`config.mk`:
```
export PLATFORM = sky130hd
export DESIGN_NAME = sarc_unit
export DESIGN_NICKNAME = d
export VERILOG_FILES = /design/src/core/sarc_pkg.sv /design/src/core/sarc_unit.sv
export SDC_FILE = /design/constraint.sdc
export NUM_CORES = 1
export LEC_CHECK = 0
export BUFFER_PORTS_ARGS = -buffer_cell sky130_fd_sc_hd__buf_2
export CAP_MARGIN = 5
export CELL_PAD_IN_SITES_DETAIL_PLACEMENT = 1
export CELL_PAD_IN_SITES_GLOBAL_PLACEMENT = 2
export CORE_MARGIN = 4
export CORE_UTILIZATION = 32
export DETAILED_ROUTE_END_ITERATION = 8
export PLACE_DENSITY = 0.77
export SYNTH_ARGS = -nofsm -noshare
export SYNTH_HDL_FRONTEND = slang
export SYNTH_SLANG_ARGS = --single-unit
```
`constraint.sdc`:
```
create_clock -name pclk -period 3.4 [get_ports pclk]
set_clock_uncertainty 0.15 [all_clocks]
set_input_delay 0.17 -clock pclk [delete_from_list [all_inputs] [get_ports pclk]]
set_output_delay 0.17 -clock pclk [all_outputs]
set_load 0.01 [all_outputs]
```
`src/core/sarc_pkg.sv`:
```
// SAR converter control package: register map, field layout, timing counts.
// Assumes a 200 MHz APB clock and a converter core that answers per bit.
package sarc_pkg;

  // ----------------------------------------------------------------
  // Register map (byte addresses)
  // ----------------------------------------------------------------
  localparam logic [7:0] SARC_OFS_CSR = 8'h00;
  localparam logic [7:0] SARC_OFS_HIGH = 8'h04;
  localparam logic [7:0] SARC_OFS_LOW = 8'h08;
  localparam logic [7:0] SARC_OFS_SYS = 8'h0C;

  // ----------------------------------------------------------------
  // Field positions and reset values
  // ----------------------------------------------------------------
  localparam int SARC_EOC_BIT = 7;
  localparam int SARC_DIV_LSB = 5;
  localparam int SARC_ON_BIT = 4;
  localparam int SARC_IRQEN_BIT = 0;
  localparam int SARC_HALT_BIT = 1;
  localparam int SARC_WAIT_BIT = 2;
  localparam logic [7:0] SARC_CSR_RESET = 8'h00;
  localparam logic [9:0] SARC_RESULT_RESET = 10'h000;

  // ----------------------------------------------------------------
  // Timing: pclk cycles per converter clock period
  // ----------------------------------------------------------------
  localparam int SARC_PCLK_MHZ = 200;
  localparam int SARC_FADC0_MHZ = 4;
  localparam int SARC_FADC1_MHZ = 2;
  localparam int SARC_FADC2_MHZ = 1;
  localparam logic [7:0] SARC_DIV0 = 8'(SARC_PCLK_MHZ / SARC_FADC0_MHZ);
  localparam logic [7:0] SARC_DIV1 = 8'(SARC_PCLK_MHZ / SARC_FADC1_MHZ);
  localparam logic [7:0] SARC_DIV2 = 8'(SARC_PCLK_MHZ / SARC_FADC2_MHZ);
  localparam int SARC_BITS = 10;
  localparam logic [3:0] SARC_SAMPLE_TICKS = 4'h3;

  typedef enum logic [2:0]
  {
    SARC_ST_OFF = 3'b001,
    SARC_ST_SAMPLE = 3'b010,
    SARC_ST_CONVERT = 3'b100
  } sarc_state_type;

  typedef struct packed
  {
    logic [1:0] clock_divider_sel;
    logic converter_power_on;
    logic [3:0] channel;
  } sarc_ctrl_type;

endpackage

```
`src/core/sarc_unit.sv`:
```
// SAR converter control unit: APB registers, divider, SAR sequencer, result lock.
// Assumes a comparator core: sarc_cmp_in says analog input >= trial code.
//
// Function
// - Power-on bit starts converting selected channel
// - Converts continuously while power-on bit set
// - End flag stays set until high read or abort
// - Channel change aborts and restarts conversion
// - Completion sets read-only end flag
// - Irq only when enable set; wakes wait
// - Result stays until next conversion ends
// - High result read clears end flag
// - Low result read locks both registers
// - Lock released by high read or off
// - Locked registers ignore completed results
// - Over upper reference gives full scale
// - Under lower reference gives zero
// - Divider select gives 4, 2, 1 MHz
// - Channel field routes input n
// - High register holds result bits 9:2
// - Low register holds bits 1:0, zeros above
// - Clearing power-on stops conversion
// - Wait mode leaves conversion unaffected
// - Halt mode disables the converter
`timescale 1ns/10ps
module sarc_unit
  import sarc_pkg::*;
(
  // Clock and reset
  input wire logic pclk,
  input wire logic presetn,
  // APB slave
  input wire logic psel,
  input wire logic penable,
  input wire logic pwrite,
  input wire logic [7:0] paddr,
  input wire logic [31:0] pwdata,
  output logic [31:0] prdata,
  output logic pready,
  output logic pslverr,
  // Converter core
  output logic [3:0] sarc_channel,
  output logic sarc_power,
  output logic sarc_sample,
  output logic [9:0] sarc_trial,
  input wire logic sarc_cmp_in,
  // System
  input wire logic sarc_halt_in,
  output logic sarc_irq
);
  import sarc_pkg::*;

  // ----------------------------------------------------------------
  // Bus decode
  // ----------------------------------------------------------------
  wire access = psel && penable;
  wire wr = access && pwrite;
  wire rd = access && !pwrite;
  wire hit_csr = paddr == SARC_OFS_CSR;
  wire hit_high = paddr == SARC_OFS_HIGH;
  wire hit_low = paddr == SARC_OFS_LOW;
  wire hit_sys = paddr == SARC_OFS_SYS;
  wire mapped = hit_csr || hit_high || hit_low || hit_sys;
  wire rd_high = rd && hit_high;
  wire rd_low = rd && hit_low;
  // A low read in setup or access freezes the result, so its latched low bits
  // pair with the high byte that the lock then keeps
  wire low_pend = psel && !pwrite && hit_low;

  sarc_ctrl_type ctrl_q;
  logic eoc_q;
  logic lock_q;
  logic irq_en_q;
  logic [9:0] result_q;
  sarc_state_type state_q;
  logic [9:0] sar_q;
  logic [3:0] bit_q;
  logic [3:0] tick_q;
  logic [7:0] div_q;

  wire csr_wr = wr && hit_csr;
  wire [3:0] new_chan = pwdata[3:0];
  wire chan_change = csr_wr && (new_chan != ctrl_q.channel);
  wire enabled = ctrl_q.converter_power_on && !sarc_halt_in;
  // Restart also realigns the divider, so every conversion gets its full sample time
  wire restart = chan_change || (csr_wr && !ctrl_q.converter_power_on && pwdata[SARC_ON_BIT]);

  // ----------------------------------------------------------------
  // Converter clock tick
  // ----------------------------------------------------------------
  function automatic logic [7:0] tick_period(input logic [1:0] sel);
    case (sel)
      2'b00: tick_period = SARC_DIV0;
      2'b01: tick_period = SARC_DIV1;
      default: tick_period = SARC_DIV2;
    endcase
  endfunction

  wire [7:0] div_top = tick_period(ctrl_q.clock_divider_sel) - 8'h01;
  wire tick = div_q >= div_top;

  always_ff @(posedge pclk or negedge presetn)
  begin
    if (!presetn)
      div_q <= 8'h00;
    else if (!enabled || tick || restart)
      div_q <= 8'h00;
    else
      div_q <= div_q + 8'h01;
  end

  // ----------------------------------------------------------------
  // Successive approximation sequencer
  // ----------------------------------------------------------------
  wire last_bit = bit_q == 4'h0;
  wire done = (state_q == SARC_ST_CONVERT) && tick && last_bit && enabled && !restart;
  wire [9:0] bit_mask = 10'(10'h001 << bit_q);
  // Comparator decides the trial bit; a high input keeps it set, low clears it
  wire [9:0] sar_keep = sarc_cmp_in ? sar_q : (sar_q & ~bit_mask);
  wire [9:0] sar_next = last_bit ? sar_keep : (sar_keep | (bit_mask >> 1));

  always_ff @(posedge pclk or negedge presetn)
  begin
    if (!presetn)
    begin
      state_q <= SARC_ST_OFF;
      sar_q <= 10'h000;
      bit_q <= 4'h0;
      tick_q <= 4'h0;
    end
    else if (!enabled)
    begin
      state_q <= SARC_ST_OFF;
      tick_q <= 4'h0;
    end
    else if (restart)
    begin
      state_q <= SARC_ST_SAMPLE;
      tick_q <= 4'h0;
    end
    else
    begin
      case (state_q)
        SARC_ST_OFF:
        begin
          state_q <= SARC_ST_SAMPLE;
          tick_q <= 4'h0;
        end
        SARC_ST_SAMPLE:
          if (tick)
          begin
            tick_q <= tick_q + 4'h1;
            if (tick_q == SARC_SAMPLE_TICKS)
            begin
              state_q <= SARC_ST_CONVERT;
              bit_q <= 4'(SARC_BITS - 1);
              sar_q <= 10'h200;
            end
          end
        SARC_ST_CONVERT:
          if (tick)
          begin
            sar_q <= sar_next;
            if (last_bit)
            begin
              state_q <= SARC_ST_SAMPLE;
              tick_q <= 4'h0;
            end
            else
              bit_q <= bit_q - 4'h1;
          end
        default:
          state_q <= SARC_ST_OFF;
      endcase
    end
  end

  // ----------------------------------------------------------------
  // Control, flag, lock and result registers
  // ----------------------------------------------------------------
  always_ff @(posedge pclk or negedge presetn)
  begin
    if (!presetn)
    begin
      ctrl_q <= sarc_ctrl_type'(7'h00);
      irq_en_q <= 1'b0;
    end
    else if (csr_wr)
      ctrl_q <= {pwdata[6:5], pwdata[SARC_ON_BIT], pwdata[3:0]};
    else if (wr && hit_sys)
      irq_en_q <= pwdata[SARC_IRQEN_BIT];
  end

  wire in_conv = state_q != SARC_ST_OFF;

  always_ff @(posedge pclk or negedge presetn)
  begin
    if (!presetn)
      eoc_q <= 1'b0;
    else if (done)
      eoc_q <= 1'b1; // set wins over read clear
    else if (rd_high || (restart && in_conv))
      eoc_q <= 1'b0;
  end

  always_ff @(posedge pclk or negedge presetn)
  begin
    if (!presetn)
      lock_q <= 1'b0;
    else if (rd_high || !ctrl_q.converter_power_on)
      lock_q <= 1'b0;
    else if (rd_low)
      lock_q <= 1'b1;
  end

  always_ff @(posedge pclk or negedge presetn)
  begin
    if (!presetn)
      result_q <= SARC_RESULT_RESET;
    else if (done && !lock_q && !low_pend)
      result_q <= sar_keep;
  end

  // ----------------------------------------------------------------
  // Read data and outputs
  // ----------------------------------------------------------------
  wire [7:0] csr_rd = {eoc_q, ctrl_q.clock_divider_sel, ctrl_q.converter_power_on,
    ctrl_q.channel};
  wire [7:0] high_rd = result_q[9:2];
  wire [7:0] low_rd = {6'h00, result_q[1:0]};
  wire [7:0] sys_rd = {5'h00, 1'b0, sarc_halt_in, irq_en_q};
  wire [7:0] rd_mux = hit_csr ? csr_rd : hit_high ? high_rd : hit_low ? low_rd :
    hit_sys ? sys_rd : 8'h00;
  // Latched in the setup cycle so the word stands through the whole access phase

  always_ff @(posedge pclk or negedge presetn)
  begin
    if (!presetn)
      prdata <= 32'h0000_0000;
    else if (psel && !penable && !pwrite)
      prdata <= {24'h00_0000, rd_mux};
  end

  assign pready = 1'b1;
  assign pslverr = access && !mapped;
  assign sarc_channel = ctrl_q.channel;
  assign sarc_power = enabled;
  assign sarc_sample = state_q == SARC_ST_SAMPLE;
  assign sarc_trial = sar_q;
  assign sarc_irq = eoc_q && irq_en_q;

  // ----------------------------------------------------------------
  // Assertions
  // ----------------------------------------------------------------
  property p_irq_on_done;
    @(posedge pclk) disable iff (!presetn) (done && irq_en_q && !(wr && hit_sys)) |=> sarc_irq;
  endproperty
  a_irq_on_done: assert property (p_irq_on_done) else $error("no irq on done");

  property p_eoc_on_done;
    @(posedge pclk) disable iff (!presetn) done |=> eoc_q;
  endproperty
  a_eoc_on_done: assert property (p_eoc_on_done) else $error("flag not set");

  property p_high_clears;
    @(posedge pclk) disable iff (!presetn) (rd_high && !done) |=> !eoc_q;
  endproperty
  a_high_clears: assert property (p_high_clears) else $error("high read kept flag");

  property p_lock_holds;
    @(posedge pclk) disable iff (!presetn) lock_q |=> $stable(result_q);
  endproperty
  a_lock_holds: assert property (p_lock_holds) else $error("locked result changed");

  property p_low_locks;
    @(posedge pclk) disable iff (!presetn)
      (rd_low && ctrl_q.converter_power_on && !csr_wr) |=> lock_q;
  endproperty
  a_low_locks: assert property (p_low_locks) else $error("low read no lock");

  property p_unlock;
    @(posedge pclk) disable iff (!presetn) (rd_high || !ctrl_q.converter_power_on) |=> !lock_q;
  endproperty
  a_unlock: assert property (p_unlock) else $error("lock not released");

  property p_off_stops;
    @(posedge pclk) disable iff (!presetn) !enabled |=> state_q == SARC_ST_OFF;
  endproperty
  a_off_stops: assert property (p_off_stops) else $error("converter running while off");

  property p_start;
    @(posedge pclk) disable iff (!presetn)
      (state_q == SARC_ST_OFF && enabled) |=> state_q == SARC_ST_SAMPLE;
  endproperty
  a_start: assert property (p_start) else $error("no start after enable");

  property p_chan_abort;
    @(posedge pclk) disable iff (!presetn) (chan_change && enabled && pwdata[SARC_ON_BIT])
      |=> state_q == SARC_ST_SAMPLE && sarc_channel == $past(new_chan);
  endproperty
  a_chan_abort: assert property (p_chan_abort) else $error("channel change not restarted");

  property p_result_stable;
    @(posedge pclk) disable iff (!presetn) !done |=> $stable(result_q);
  endproperty
  a_result_stable: assert property (p_result_stable) else $error("result changed early");

  property p_restart_clears;
    @(posedge pclk) disable iff (!presetn)
      (restart && in_conv) |=> !eoc_q;
  endproperty
  a_restart_clears: assert property (p_restart_clears) else $error("flag kept");

  property p_repeat;
    @(posedge pclk) disable iff (!presetn)
      done |=> state_q == SARC_ST_SAMPLE;
  endproperty
  a_repeat: assert property (p_repeat) else $error("no new conversion");

  property p_bit_kept;
    @(posedge pclk) disable iff (!presetn)
      (state_q == SARC_ST_CONVERT && tick && enabled && !restart && sarc_cmp_in)
      |=> (sar_q & $past(bit_mask)) == $past(bit_mask);
  endproperty
  a_bit_kept: assert property (p_bit_kept) else $error("trial bit lost");

  property p_bit_dropped;
    @(posedge pclk) disable iff (!presetn)
      (state_q == SARC_ST_CONVERT && tick && enabled && !restart && !sarc_cmp_in)
      |=> (sar_q & $past(bit_mask)) == 10'h000;
  endproperty
  a_bit_dropped: assert property (p_bit_dropped) else $error("trial bit kept");

  property p_chan_follow;
    @(posedge pclk) disable iff (!presetn)
      csr_wr |=> sarc_channel == $past(new_chan);
  endproperty
  a_chan_follow: assert property (p_chan_follow) else $error("channel not routed");

  property p_rd_high_map;
    @(posedge pclk) disable iff (!presetn) (psel && !penable && !pwrite && hit_high)
      |=> prdata == {24'h00_0000, $past(result_q[9:2])};
  endproperty
  a_rd_high_map: assert property (p_rd_high_map) else $error("high byte wrong");

  property p_rd_low_map;
    @(posedge pclk) disable iff (!presetn) (psel && !penable && !pwrite && hit_low)
      |=> prdata == {30'h0, $past(result_q[1:0])};
  endproperty
  a_rd_low_map: assert property (p_rd_low_map) else $error("low bits wrong");

  property p_halt_stops;
    @(posedge pclk) disable iff (!presetn)
      sarc_halt_in |=> state_q == SARC_ST_OFF;
  endproperty
  a_halt_stops: assert property (p_halt_stops) else $error("running in halt");

  property p_low_pending;
    @(posedge pclk) disable iff (!presetn)
      low_pend |=> $stable(result_q);
  endproperty
  a_low_pending: assert property (p_low_pending) else $error("result moved");

  property p_result_load;
    @(posedge pclk) disable iff (!presetn)
      (done && !lock_q && !low_pend) |=> result_q == $past(sar_keep);
  endproperty
  a_result_load: assert property (p_result_load) else $error("result not loaded");

  // ----------------------------------------------------------------
  // Cover points
  // ----------------------------------------------------------------
  c_done: cover property (@(posedge pclk) disable iff (!presetn) done);
  c_halt: cover property (@(posedge pclk) disable iff (!presetn) sarc_halt_in && enabled);
  c_locked_done: cover property (@(posedge pclk) disable iff (!presetn) done && lock_q);
  c_abort: cover property (@(posedge pclk) disable iff (!presetn) chan_change && in_conv);
  c_irq: cover property (@(posedge pclk) disable iff (!presetn) sarc_irq);

endmodule

```
==> reports/results.tsv, run 1 <==
stage	metric	value	unit
clocking	cts_tree	yes	
placed_design	hpwl	6965	um
pwr	power_density	351.3	nW/um^2
hold_path	hold_depth	3	
hold_path	hold_path_class	in2reg	
pwr	leakage	1.939	nW
floorplan	io_pins	98	
setup_path	critPathArrivalTime	3130	ps
setup_path	rr_worst_depth	10	
clocking	cts_buffer_depth	2	
yosys	synthFlopType	dfrtp_1	
sta	final_hold_viol_count	0	
global_routing	antenna_found_initial	0	
clocking	root_buffer	clkbuf_8	
global_routing	grt_first_pass_wirelength	15130	um
yosys	synth_cells	362	
drt	drtPass1Iterations	5	
clocking	cts_sinks	57	
drt	vias	2840	
yosys	seq_area_frac_synth	40.78	%
global_routing	grt.overflow.total	0	
yosys	synthTopCellsByArea	dfrtp_1, buf_4, ha_1, nand2_1, mux2_2	
drt	remaining_drc_errors	0	
clocking	numCtsBuffers	9	
sta	fin_crit	3063	ps
floorplan	core.rowCount	37	
finish	area_growth_syn_to_layout	15.51	%
global_routing	grt.total_usage	14.92	%
floorplan	start_util	33.31	%
global_routing	globalRouteMet3Util	3.504	%
floorplan	coreArea	10510	sq um
drt	wl_per_cell	16.69	um
global_routing	grt_pass1_vias	2840	
global_routing	met2_usage	23.30	%
global_routing	top_usage_layer	met2	
yosys	yosysTopAreaCell	dfrtp_1	
finish	drive_above_1_share	23.04	%
sta	setup_viol	0	
sta	tns	0	ps
pwr	ir_drop	0.1684	mV
setup_path	end_kind	register	
finish	diodes	0	
setup_path	cp.required	3470	ps
setup_path	critPathKind	reg2reg	
sta	period_share	90.10	%
drt	postRouteAntennaNets	0	
placed_design	place.gp.congestion	0.7903	
global_routing	gr-usage-met1	20.51	%
sta	hold_ws	48.86	ps
clocking	htreeDepth	3	
yosys	synthDominantCellAreaShare	40.03	%
hold_path	min_from	sarc_halt_in	
finish	nets	477	
job	maxCapViolCount	0	
floorplan	die_w	112.6	um
run_status	status	finished clean	
setup_path	startpoint_type	register	
setup_path	worstPathMaxFanout	11	
clocking	path_clk_slew	70	ps
setup_path	crit_start	csr_rd[6]$_DFFE_PN0N_	
sta	tightest_slew	892.8	ps
placed_design	port-buffer-count	47	
sta	slew_violations	0	
yosys	avgSynthCellArea	9.671	sq um
clocking	cts_setup_buffers	0	
sta	max_freq	326.4	MHz
floorplan	die_h	112.6	um
clocking	worstSkewPairLatency	340	ps
yosys	synth.cell_area	3501	sq um
global_routing	grt_max_degree	37	
sta	max_slew_margin	40.48	%
yosys	yosysWarnings	0	
sta	grt_setup_unrepaired	no	
yosys	ys_ff_latch	57	
pwr	power.total	1.421	mW
floorplan	die_area	12680	sq um
yosys	synth.distinct_cells	61	
setup_path	r2r_start	csr_rd[6]$_DFFE_PN0N_	
drt	avgViaCountPerCell	5.099	
drt	routed_wl	9294	um
yosys	synth_edf_count	0	
drt	drt_iter0_drc	122	
yosys	ys_async_sr_fraction	100.0	%
[worst paths after layout]
path | to | slack, ps
setup / recovery | sarc_trial[8]$_DFFE_PN0P_ | 340
hold / removal | state_q[0]$_DFFE_PN1P_ | 50
setup reg to reg | sarc_trial[8]$_DFFE_PN0P_ | 340
hold reg to reg | prdata[3]$_DFFE_PN0P_ | 330
max in group asynchronous | state_q[0]$_DFFE_PN1P_ | 1850
min in group asynchronous | prdata[7]$_DFFE_PN0P_ | 340
[cell families after synthesis]
| kind of cell | share of synthesized area [%] |
|---|---|
| simple gates | 21.48 |
| xor+xnor | 2.502 |
| buf+inv | 9.542 |
| other cells | 0.2145 |
| compound gates | 14.40 |
| mux | 6.076 |
| fa+ha+maj | 5.004 |
| flops | 40.78 |
[registers in the layout, summed over array words and instances, names as in the netlist]
name	count
result_q	10
sarc_trial	10
div_q	8
prdata	8
bit_q	4
sarc_channel	4
tick_q	4
csr_rd	3
state_q	3
eoc_q	1
irq_en_q	1
lock_q	1
[area by class of cell]
| cell class | instances | area, sq um |
|---|---|---|
| clock buffers | 11 | 151.4 |
| clock inverters | 5 | 53.80 |
| fillers | 1256 | 6465 |
| inverters | 12 | 45.04 |
| multi-input cells | 274 | 1826 |
| flip-flops and latches | 57 | 1428 |
| well taps | 136 | 170.2 |
| repair buffers | 62 | 370.4 |
[what timing repair did]
item	CTS	global route
hold endpoints to repair	44	0
endpoints found under the setup margin	0	0
gates resized for setup	0	0
hold buffers	9	0
[report_power, final]
group	internal, mW	switching [mW]
registers	0.680	0.00227
logic	0.0283	0.0541
clock network	0.376	0.281
[worst max-delay path, stage by stage (launching register included)]
cell and delay [ps]:
dfrtp_1 420, nor2_1 160, inv_1 80, ha_1 200
ha_1 300, a21oi_1 60, o21ai_0 480, o21ai_0 200
buf_4 230, or2_2 350, a221o_1 320
[cell usage after synthesis, types with 3 or more instances]
| library cell | instances |
|---|---|
| a21boi_0 | 5 |
| a21oi_1 | 12 |
| a22o_1 | 6 |
| a22oi_1 | 7 |
| a31oi_1 | 3 |
| and2_1 | 3 |
| and3_1 | 5 |
| buf_4 | 30 |
| clkbuf_1 | 6 |
| dfrtp_1 | 56 |
| ha_1 | 14 |
| inv_1 | 12 |
| mux2_2 | 10 |
| nand2_1 | 35 |
| nand2b_1 | 3 |
| nand3_1 | 11 |
| nand4b_1 | 4 |
| nor2_1 | 22 |
| nor2b_1 | 12 |
| nor3_1 | 8 |
| o21ai_0 | 22 |
| o31a_1 | 3 |
| o31ai_1 | 8 |
| or2_2 | 4 |
| or3_1 | 6 |
| xnor2_1 | 3 |
| xor2_1 | 7 |
[through the flow]
| step | util, % | std cells | setup slack [ps] | area (sq um) |
|---|---|---|---|---|
| 6_report | 38.48 | 557 | 336.7 | 4044 |
| 2_1_floorplan | - | 385 | 766.5 | 3587 |
| 5_1_grt | 38.48 | 557 | 145.5 | 4044 |
| 3_5_place_dp | 35.67 | 532 | 371.0 | 3749 |
| 4_1_cts | 38.48 | 557 | 350.0 | 4044 |
| 3_3_place_gp | 35.67 | 532 | 459.5 | 3749 |
[routing by layer]
metal	vias to the layer above	wire length, um
met4	0	85
met5	-	0
met1	1416	4432
met2	72	4416
li1	1343	-
met3	9	359
[cell usage in the layout, fill, tap and decap left out, drive strengths merged, types with 4 or more instances in the layout]
cell	instances
dfrtp	56
buf	53
nand2	35
conb	25
nor2	25
o21ai	22
ha	14
mux2	13
inv	12
nor2b	12
a21oi	12
nand3	11
clkbuf	11
nor3	10
dlygate4sd3	9
o31ai	8
xor2	7
a22oi	7
or3	6
a22o	6
and3	5
a21boi	5
or2	4
nand4b	4
a31oi	4
clkinv	4
or3b	4
Note: power is estimated with default switching activity, not from simulation.
==> inputs of run 2 (changes only) <==
--- a/config.mk
+++ b/config.mk
@@ -13,6 +13,8 @@
 export CORE_UTILIZATION = 32
 export DETAILED_ROUTE_END_ITERATION = 8
 export PLACE_DENSITY = 0.77
+export RECOVER_POWER = 100
+export SETUP_SLACK_MARGIN = 0.4
 export SYNTH_ARGS = -nofsm -noshare
 export SYNTH_HDL_FRONTEND = slang
 export SYNTH_SLANG_ARGS = --single-unit
==> reports/results.tsv, run 2 (synthesized netlist as in run 1, its figures left out) <==
stage	metric	value	unit	change
run_status	status	finished, violations left		
run_status	violations	max-capacitance violations, max-slew violations		
sta	tns	0	ps	unchanged
clocking	path_clk_slew	70	ps	about the same
clocking	cts_tree	yes		
global_routing	antenna_found_initial	0		unchanged
setup_path	cp.required	3470	ps	about the same
placed_design	hpwl	6965	um	unchanged
setup_path	worstPathMaxFanout	10		-1
setup_path	slowest_stage	or3b_1		
global_routing	grt_pass1_vias	2840		unchanged
sta	final_hold_viol_count	0		unchanged
floorplan	coreArea	10510	sq um	unchanged
drt	drt_iter0_drc	141		+16%
drt	avgViaCountPerCell	5.093		-0.11%
clocking	cts_buffer_depth	2		unchanged
finish	nets	478		+0.21%
setup_path	cp_num_buf_inv	2		unchanged
setup_path	max_stage_delay	480	ps	about the same
floorplan	die_h	112.6	um	unchanged
setup_path	startpoint_type	register		
clocking	numCtsBuffers	9		unchanged
sta	setup_viol	0		unchanged
setup_path	critPathKind	reg2reg		
pwr	ir_drop	0.1706	mV	+1.3%
hold_path	hold_path_class	in2reg		
floorplan	core.rowCount	37		unchanged
finish	diodes	0		unchanged
finish	final_cell_mix	dfrtp_1, nand2_1, clkbuf_1		
setup_path	cp_cell_sequence	inv_1, ha_1, or3b_1, nor2_1, nand2_1, nor3_4, buf_12, mux2_2		
sta	slew_violations	37		+37
sta	max_slew_margin	-42.35	%	-83 points
sta	hold_ws	54.04	ps	+5.185 ps
global_routing	grt_first_pass_wirelength	15130	um	unchanged
floorplan	start_util	33.31	%	unchanged
sta	grt_setup_unrepaired	yes		
drt	vias	2842		+0.070%
drt	routed_wl	9412	um	+1.3%
drt	postRouteAntennaNets	0		unchanged
finish	layout_commonest_cell	dfrtp_1		
pwr	power_density	352.8	nW/um^2	+0.43%
sta	tightest_slew	2135	ps	+1242 ps
floorplan	die_area	12680	sq um	unchanged
finish	area_growth_syn_to_layout	15.01	%	
setup_path	crit_family	simple AND/OR/NAND/NOR gates		
clocking	htreeDepth	3		unchanged
drt	drtPass1Iterations	5		unchanged
drt	wl_per_cell	16.87	um	+1.1%
global_routing	grt.overflow.total	0		unchanged
placed_design	port-buffer-count	47		unchanged
floorplan	die_w	112.6	um	unchanged
clocking	worstSkewPairLatency	340	ps	about the same
global_routing	grt.total_usage	14.92	%	unchanged
sta	max_freq	330.2	MHz	+1.2%
clocking	cts_sinks	57		unchanged
job	maxCapViolCount	1		+1
global_routing	grt_max_degree	37		unchanged
sta	period_share	89.06	%	-1.0 points
sta	fin_crit	3028	ps	-35.24 ps
finish	drive_above_1_share	16.35	%	-6.7 points
placed_design	place.gp.congestion	0.7903		unchanged
setup_path	critPathArrivalTime	3100	ps	-30 ps
setup_path	end_kind	register		
pwr	leakage	1.829	nW	-5.7%
floorplan	io_pins	98		unchanged
drt	remaining_drc_errors	0		unchanged
clocking	root_buffer	clkbuf_8		
## run 2: tightest hold or removal path, stage by stage
cell	delay (ps)
buf_2	80
nor2b_1	130
o21ai_0	110
## run 2: worst paths after layout
kind / from / end / slack [ps] / cells past startpoint
worst max register to register: bit_q[0]$_DFFE_PN0P_ / result_q[7]$_DFFE_PN0P_ / 370 / 8
min in group asynchronous: presetn / prdata[7]$_DFFE_PN0P_ / 840 / 2
worst min-delay path: sarc_halt_in / state_q[0]$_DFFE_PN1P_ / 50 / 3
max in group asynchronous: presetn / state_q[0]$_DFFE_PN1P_ / 740 / 3
worst max-delay path: bit_q[0]$_DFFE_PN0P_ / result_q[7]$_DFFE_PN0P_ / 370 / 8
worst min register to register: prdata[5]$_DFFE_PN0P_ / prdata[5]$_DFFE_PN0P_ / 330 / 2
## run 2: layout make-up
class | instances | area, sq um
clock buffer | 11 | 151.4
tap | 136 | 170.2
inverter | 12 | 45.04
timing repair buffer | 63 | 351.6
multi-input combinational | 274 | 1827
sequential | 57 | 1428
clock inverter | 5 | 53.80
fill | 1259 | 6482
## run 2: timing repair
item | CTS | global route
hold buffers | 9 | 0
buffers inserted | 0 | 1
gates resized for setup | 1 | 2
endpoints found under the hold margin | 44 | 0
endpoints found under the setup margin | 8 | 21
pin swaps | 0 | 1
gates cloned | 0 | 0
## run 2: power by group
part / leakage [nW] / switching, mW / total [mW] / internal, mW
Sequential: 0.786 / 0.00231 / 0.682 / 0.680
Combinational: 0.933 / 0.0541 / 0.0813 / 0.0272
Clock: 0.109 / 0.282 / 0.657 / 0.376
## run 2: through the flow
step | setup WS, ps | cells | utilization, % | instance area, sq um | power, mW
5_1_grt | 151.9 | 558 | 38.31 | 4026 | 1.487
2_1_floorplan | 766.5 | 385 | - | 3587 | 0.7505
3_3_place_gp | 459.5 | 532 | 35.67 | 3749 | 0.7672
4_1_cts | 412.3 | 557 | 38.48 | 4044 | 1.446
3_5_place_dp | 371.0 | 532 | 35.67 | 3749 | 0.7697
6_report | 371.9 | 558 | 38.31 | 4026 | 1.421
## run 2: per-layer routing
metal  vias to the layer above  GRT usage, %  routed length (um)
li1                       1342             -                   -
met1                      1420         20.51                4462
met2                        68         23.30                4463
met3                        12         3.504                 370
met4                         0         4.487                 116
met5                         -             0                   0
==> inputs of run 3 (changes only) <==
--- a/config.mk
+++ b/config.mk
@@ -12,7 +12,8 @@
 export CORE_MARGIN = 4
 export CORE_UTILIZATION = 32
 export DETAILED_ROUTE_END_ITERATION = 8
-export PLACE_DENSITY = 0.77
+export GPL_TIMING_DRIVEN = 0
+export PLACE_DENSITY = 0.84
 export RECOVER_POWER = 100
 export SETUP_SLACK_MARGIN = 0.4
 export SYNTH_ARGS = -nofsm -noshare
==> reports/results.tsv, run 3 (synthesized netlist as in run 1, its figures left out) <==
stage	metric	value	unit	change
finish	drive_above_1_share	22.49	%	+6.1 points
floorplan	die_h	112.6	um	unchanged
floorplan	start_util	33.31	%	unchanged
hold_path	hold_path_class	in2reg		
sta	finalWorstSetupSlack	414.0	ps	+42.09 ps
drt	remaining_drc_errors	0		unchanged
setup_path	r2r-end	result_q[1]$_DFFE_PN0P_		
sta	max_freq	334.9	MHz	+1.4%
sta	period_share	87.82	%	-1.2 points
placed_design	place.gp.congestion	0.7790		-1.4%
setup_path	end_kind	register		
setup_path	max_stage_delay	440	ps	-40 ps
finish	stdcell_count	594		+6.5%
placed_design	dp.cells	569		+7.0%
global_routing	grt_pass1_vias	3185		+12%
pwr	power_frac_comb	6.7	%	+1.0 points
setup_path	rr_worst_depth	9		+1
clocking	cts_sinks	57		unchanged
setup_path	cp_num_buf_inv	1		-1
pwr	power.internal	1.233	mW	+14%
finish	post-route-cell-area	4307	sq um	+7.0%
hold_path	hold_depth	3		unchanged
drt	drt_iter0_drc	102		-28%
setup_path	startpoint_type	register		
setup_path	crit_start	csr_rd[5]$_DFFE_PN0N_		
run_status	status	finished, violations left		
floorplan	core.rowCount	37		unchanged
setup_path	critPathCapture	result_q[1]$_DFFE_PN0P_		
global_routing	grt_max_degree	30		-19%
floorplan	die_area	12680	sq um	unchanged
finish	area_growth_syn_to_layout	23.02	%	
finish	layout_commonest_cell	dfrtp_1		
pwr	leakage	2.021	nW	+11%
clocking	cts_setup_buffers	0		unchanged
sta	tns	0	ps	unchanged
pwr	p_sw	0.3453	mW	+2.2%
global_routing	grt_first_pass_wirelength	16070	um	+6.2%
floorplan	coreArea	10510	sq um	unchanged
finish	fillers	1210		-3.9%
drt	wl_per_cell	16.18	um	-4.1%
setup_path	critPathKind	reg2reg		
sta	slew_violations	30		-19%
pwr	clockPowerShare	50.1	%	+3.8 points
setup_path	cp_common_cell	ha_1		
clocking	cts_tree	yes		
sta	final_hold_viol_count	0		unchanged
clocking	htreeDepth	3		unchanged
drt	vias	2989		+5.2%
drt	routed_wl	9611	um	+2.1%
placed_design	place_area	4013	sq um	+7.0%
clocking	cts_buffer_depth	2		unchanged
pwr	ir_drop	0.1814	mV	+6.3%
finish	nets	514		+7.5%
setup_path	crit_family	simple AND/OR/NAND/NOR gates		
clocking	numCtsBuffers	9		unchanged
floorplan	die_w	112.6	um	unchanged
placed_design	port-buffer-count	47		unchanged
finish	final_cell_mix	dfrtp_1, nand2_1, clkbuf_1		
setup_path	slowest_stage	nor2_2		
finish	diodes	0		unchanged
placed_design	hpwl	7383	um	+6.0%
sta	grt_setup_unrepaired	yes		
setup_path	worstPathMaxFanout	10		unchanged
sta	max_slew_margin	-10.91	%	+31 points
global_routing	antenna_found_initial	0		unchanged
setup_path	rrSetupSlack	410	ps	+40 ps
setup_path	worst-path-stages	9		+1
setup_path	r2r_start	csr_rd[5]$_DFFE_PN0N_		
clocking	path_clk_slew	70	ps	about the same
sta	tightest_slew	1664	ps	-471.6 ps
setup_path	critPathArrivalTime	3050	ps	-50 ps
setup_path	cp.required	3470	ps	about the same
run_status	violations	max-capacitance violations, max-slew violations		
clocking	root_buffer	clkbuf_8		
drt	drtPass1Iterations	4		-1
setup_path	cp_cell_sequence	nor2_1, inv_1, ha_1, ha_1, a211oi_1, a21oi_4, nor2_2, nor3_4, mux2_1		
drt	postRouteAntennaNets	0		unchanged
global_routing	grt.total_usage	15.81	%	+0.89 points
sta	setup_viol	0		unchanged
clocking	worstSkewPairLatency	340	ps	about the same
floorplan	io_pins	98		unchanged
global_routing	grt.overflow.total	0		unchanged
drt	avgViaCountPerCell	5.032		-1.2%
job	maxCapViolCount	1		unchanged
pwr	power_density	366.5	nW/um^2	+3.9%
pwr	pwr-share-seq	43.2	%	-4.8 points
sta	fin_crit	2986	ps	-42.09 ps
placed_design	preCtsSetupSlack	248.2	ps	-122.7 ps
pwr	switching_share	21.88	%	-1.9 points
==> run 3: cell types whose count changed in the layout (fill, tap and decap cells not counted), sizes merged <==
cell	delta
clkbuf	+6
clkinv	-3
clkinvlp	+1
bufinv	+2
buf	+30
==> run 3: power by group through the flow <==
stage | combinational, mW | sequential (mW) | clock, mW
2_1_floorplan | 0.0561 | 0.694 | 0
3_3_place_gp | 0.0947 | 0.695 | 0
3_5_place_dp | 0.100 | 0.695 | 0
4_1_cts | 0.108 | 0.682 | 0.809
5_1_grt | 0.119 | 0.682 | 0.841
6_report | 0.106 | 0.682 | 0.790
==> run 3: worst min path at each step <==
stage,from,end,slack [ps]
6_report,sarc_halt_in,state_q[0]$_DFFE_PN1P_,30
3_3_place_gp,pwdata[4],csr_rd[4]$_DFFE_PN0N_,240
2_1_floorplan,presetn,bit_q[0]$_DFFE_PN0P_,-280
4_1_cts,sarc_halt_in,state_q[0]$_DFFE_PN1P_,10
3_5_place_dp,presetn,sarc_channel[3]$_DFFE_PN0N_,120
5_1_grt,sarc_halt_in,state_q[0]$_DFFE_PN1P_,30
==> run 3: worst register-to-register path: cells and delay by family (launching register included) <==
family,cells,cell delay [ps]
compound gates,2,530
mux,1,340
buf+inv,1,80
simple gates,3,780
fa+ha+maj,2,580
flops,1,420
==> run 3: layout make-up <==
cell class              count  area [sq um]  area share, %
repair buffers             57         302.8          7.031
inverters                  12         45.04          1.046
flip-flops and latches     57          1428          33.15
multi-input cells         274          1828          42.45
clock inverters             5         102.6          2.382
well taps                 136         170.2          3.951
clock buffers              11         141.4          3.283
plain buffers              42         289.0          6.711
==> run 3: layer usage <==
layer  global-route usage [%]  wire length, um  up-vias
met5                        0                0        -
met3                    3.774              355       13
met4                    3.926              112        0
met2                    26.62             4682       60
met1                    20.43             4460     1495
li1                         -                -     1421
==> run 3: stage by stage <==
stage	utilization [%]	hold slack (ps)	power (mW)
2_1_floorplan	-	-275.6	0.7505
3_3_place_gp	37.99	236.2	0.7894
3_5_place_dp	38.18	120.5	0.7948
4_1_cts	41.40	11.00	1.599
5_1_grt	40.98	33.75	1.642
6_report	40.98	33.27	1.578
==> run 3: what timing repair did <==
item / in CTS / in global routing
gates resized for setup: 2 / 5
setup endpoints to repair: 12 / 22
hold buffers: 9 / 0
pin swaps: 1 / 2
hold endpoints to repair: 37 / 0
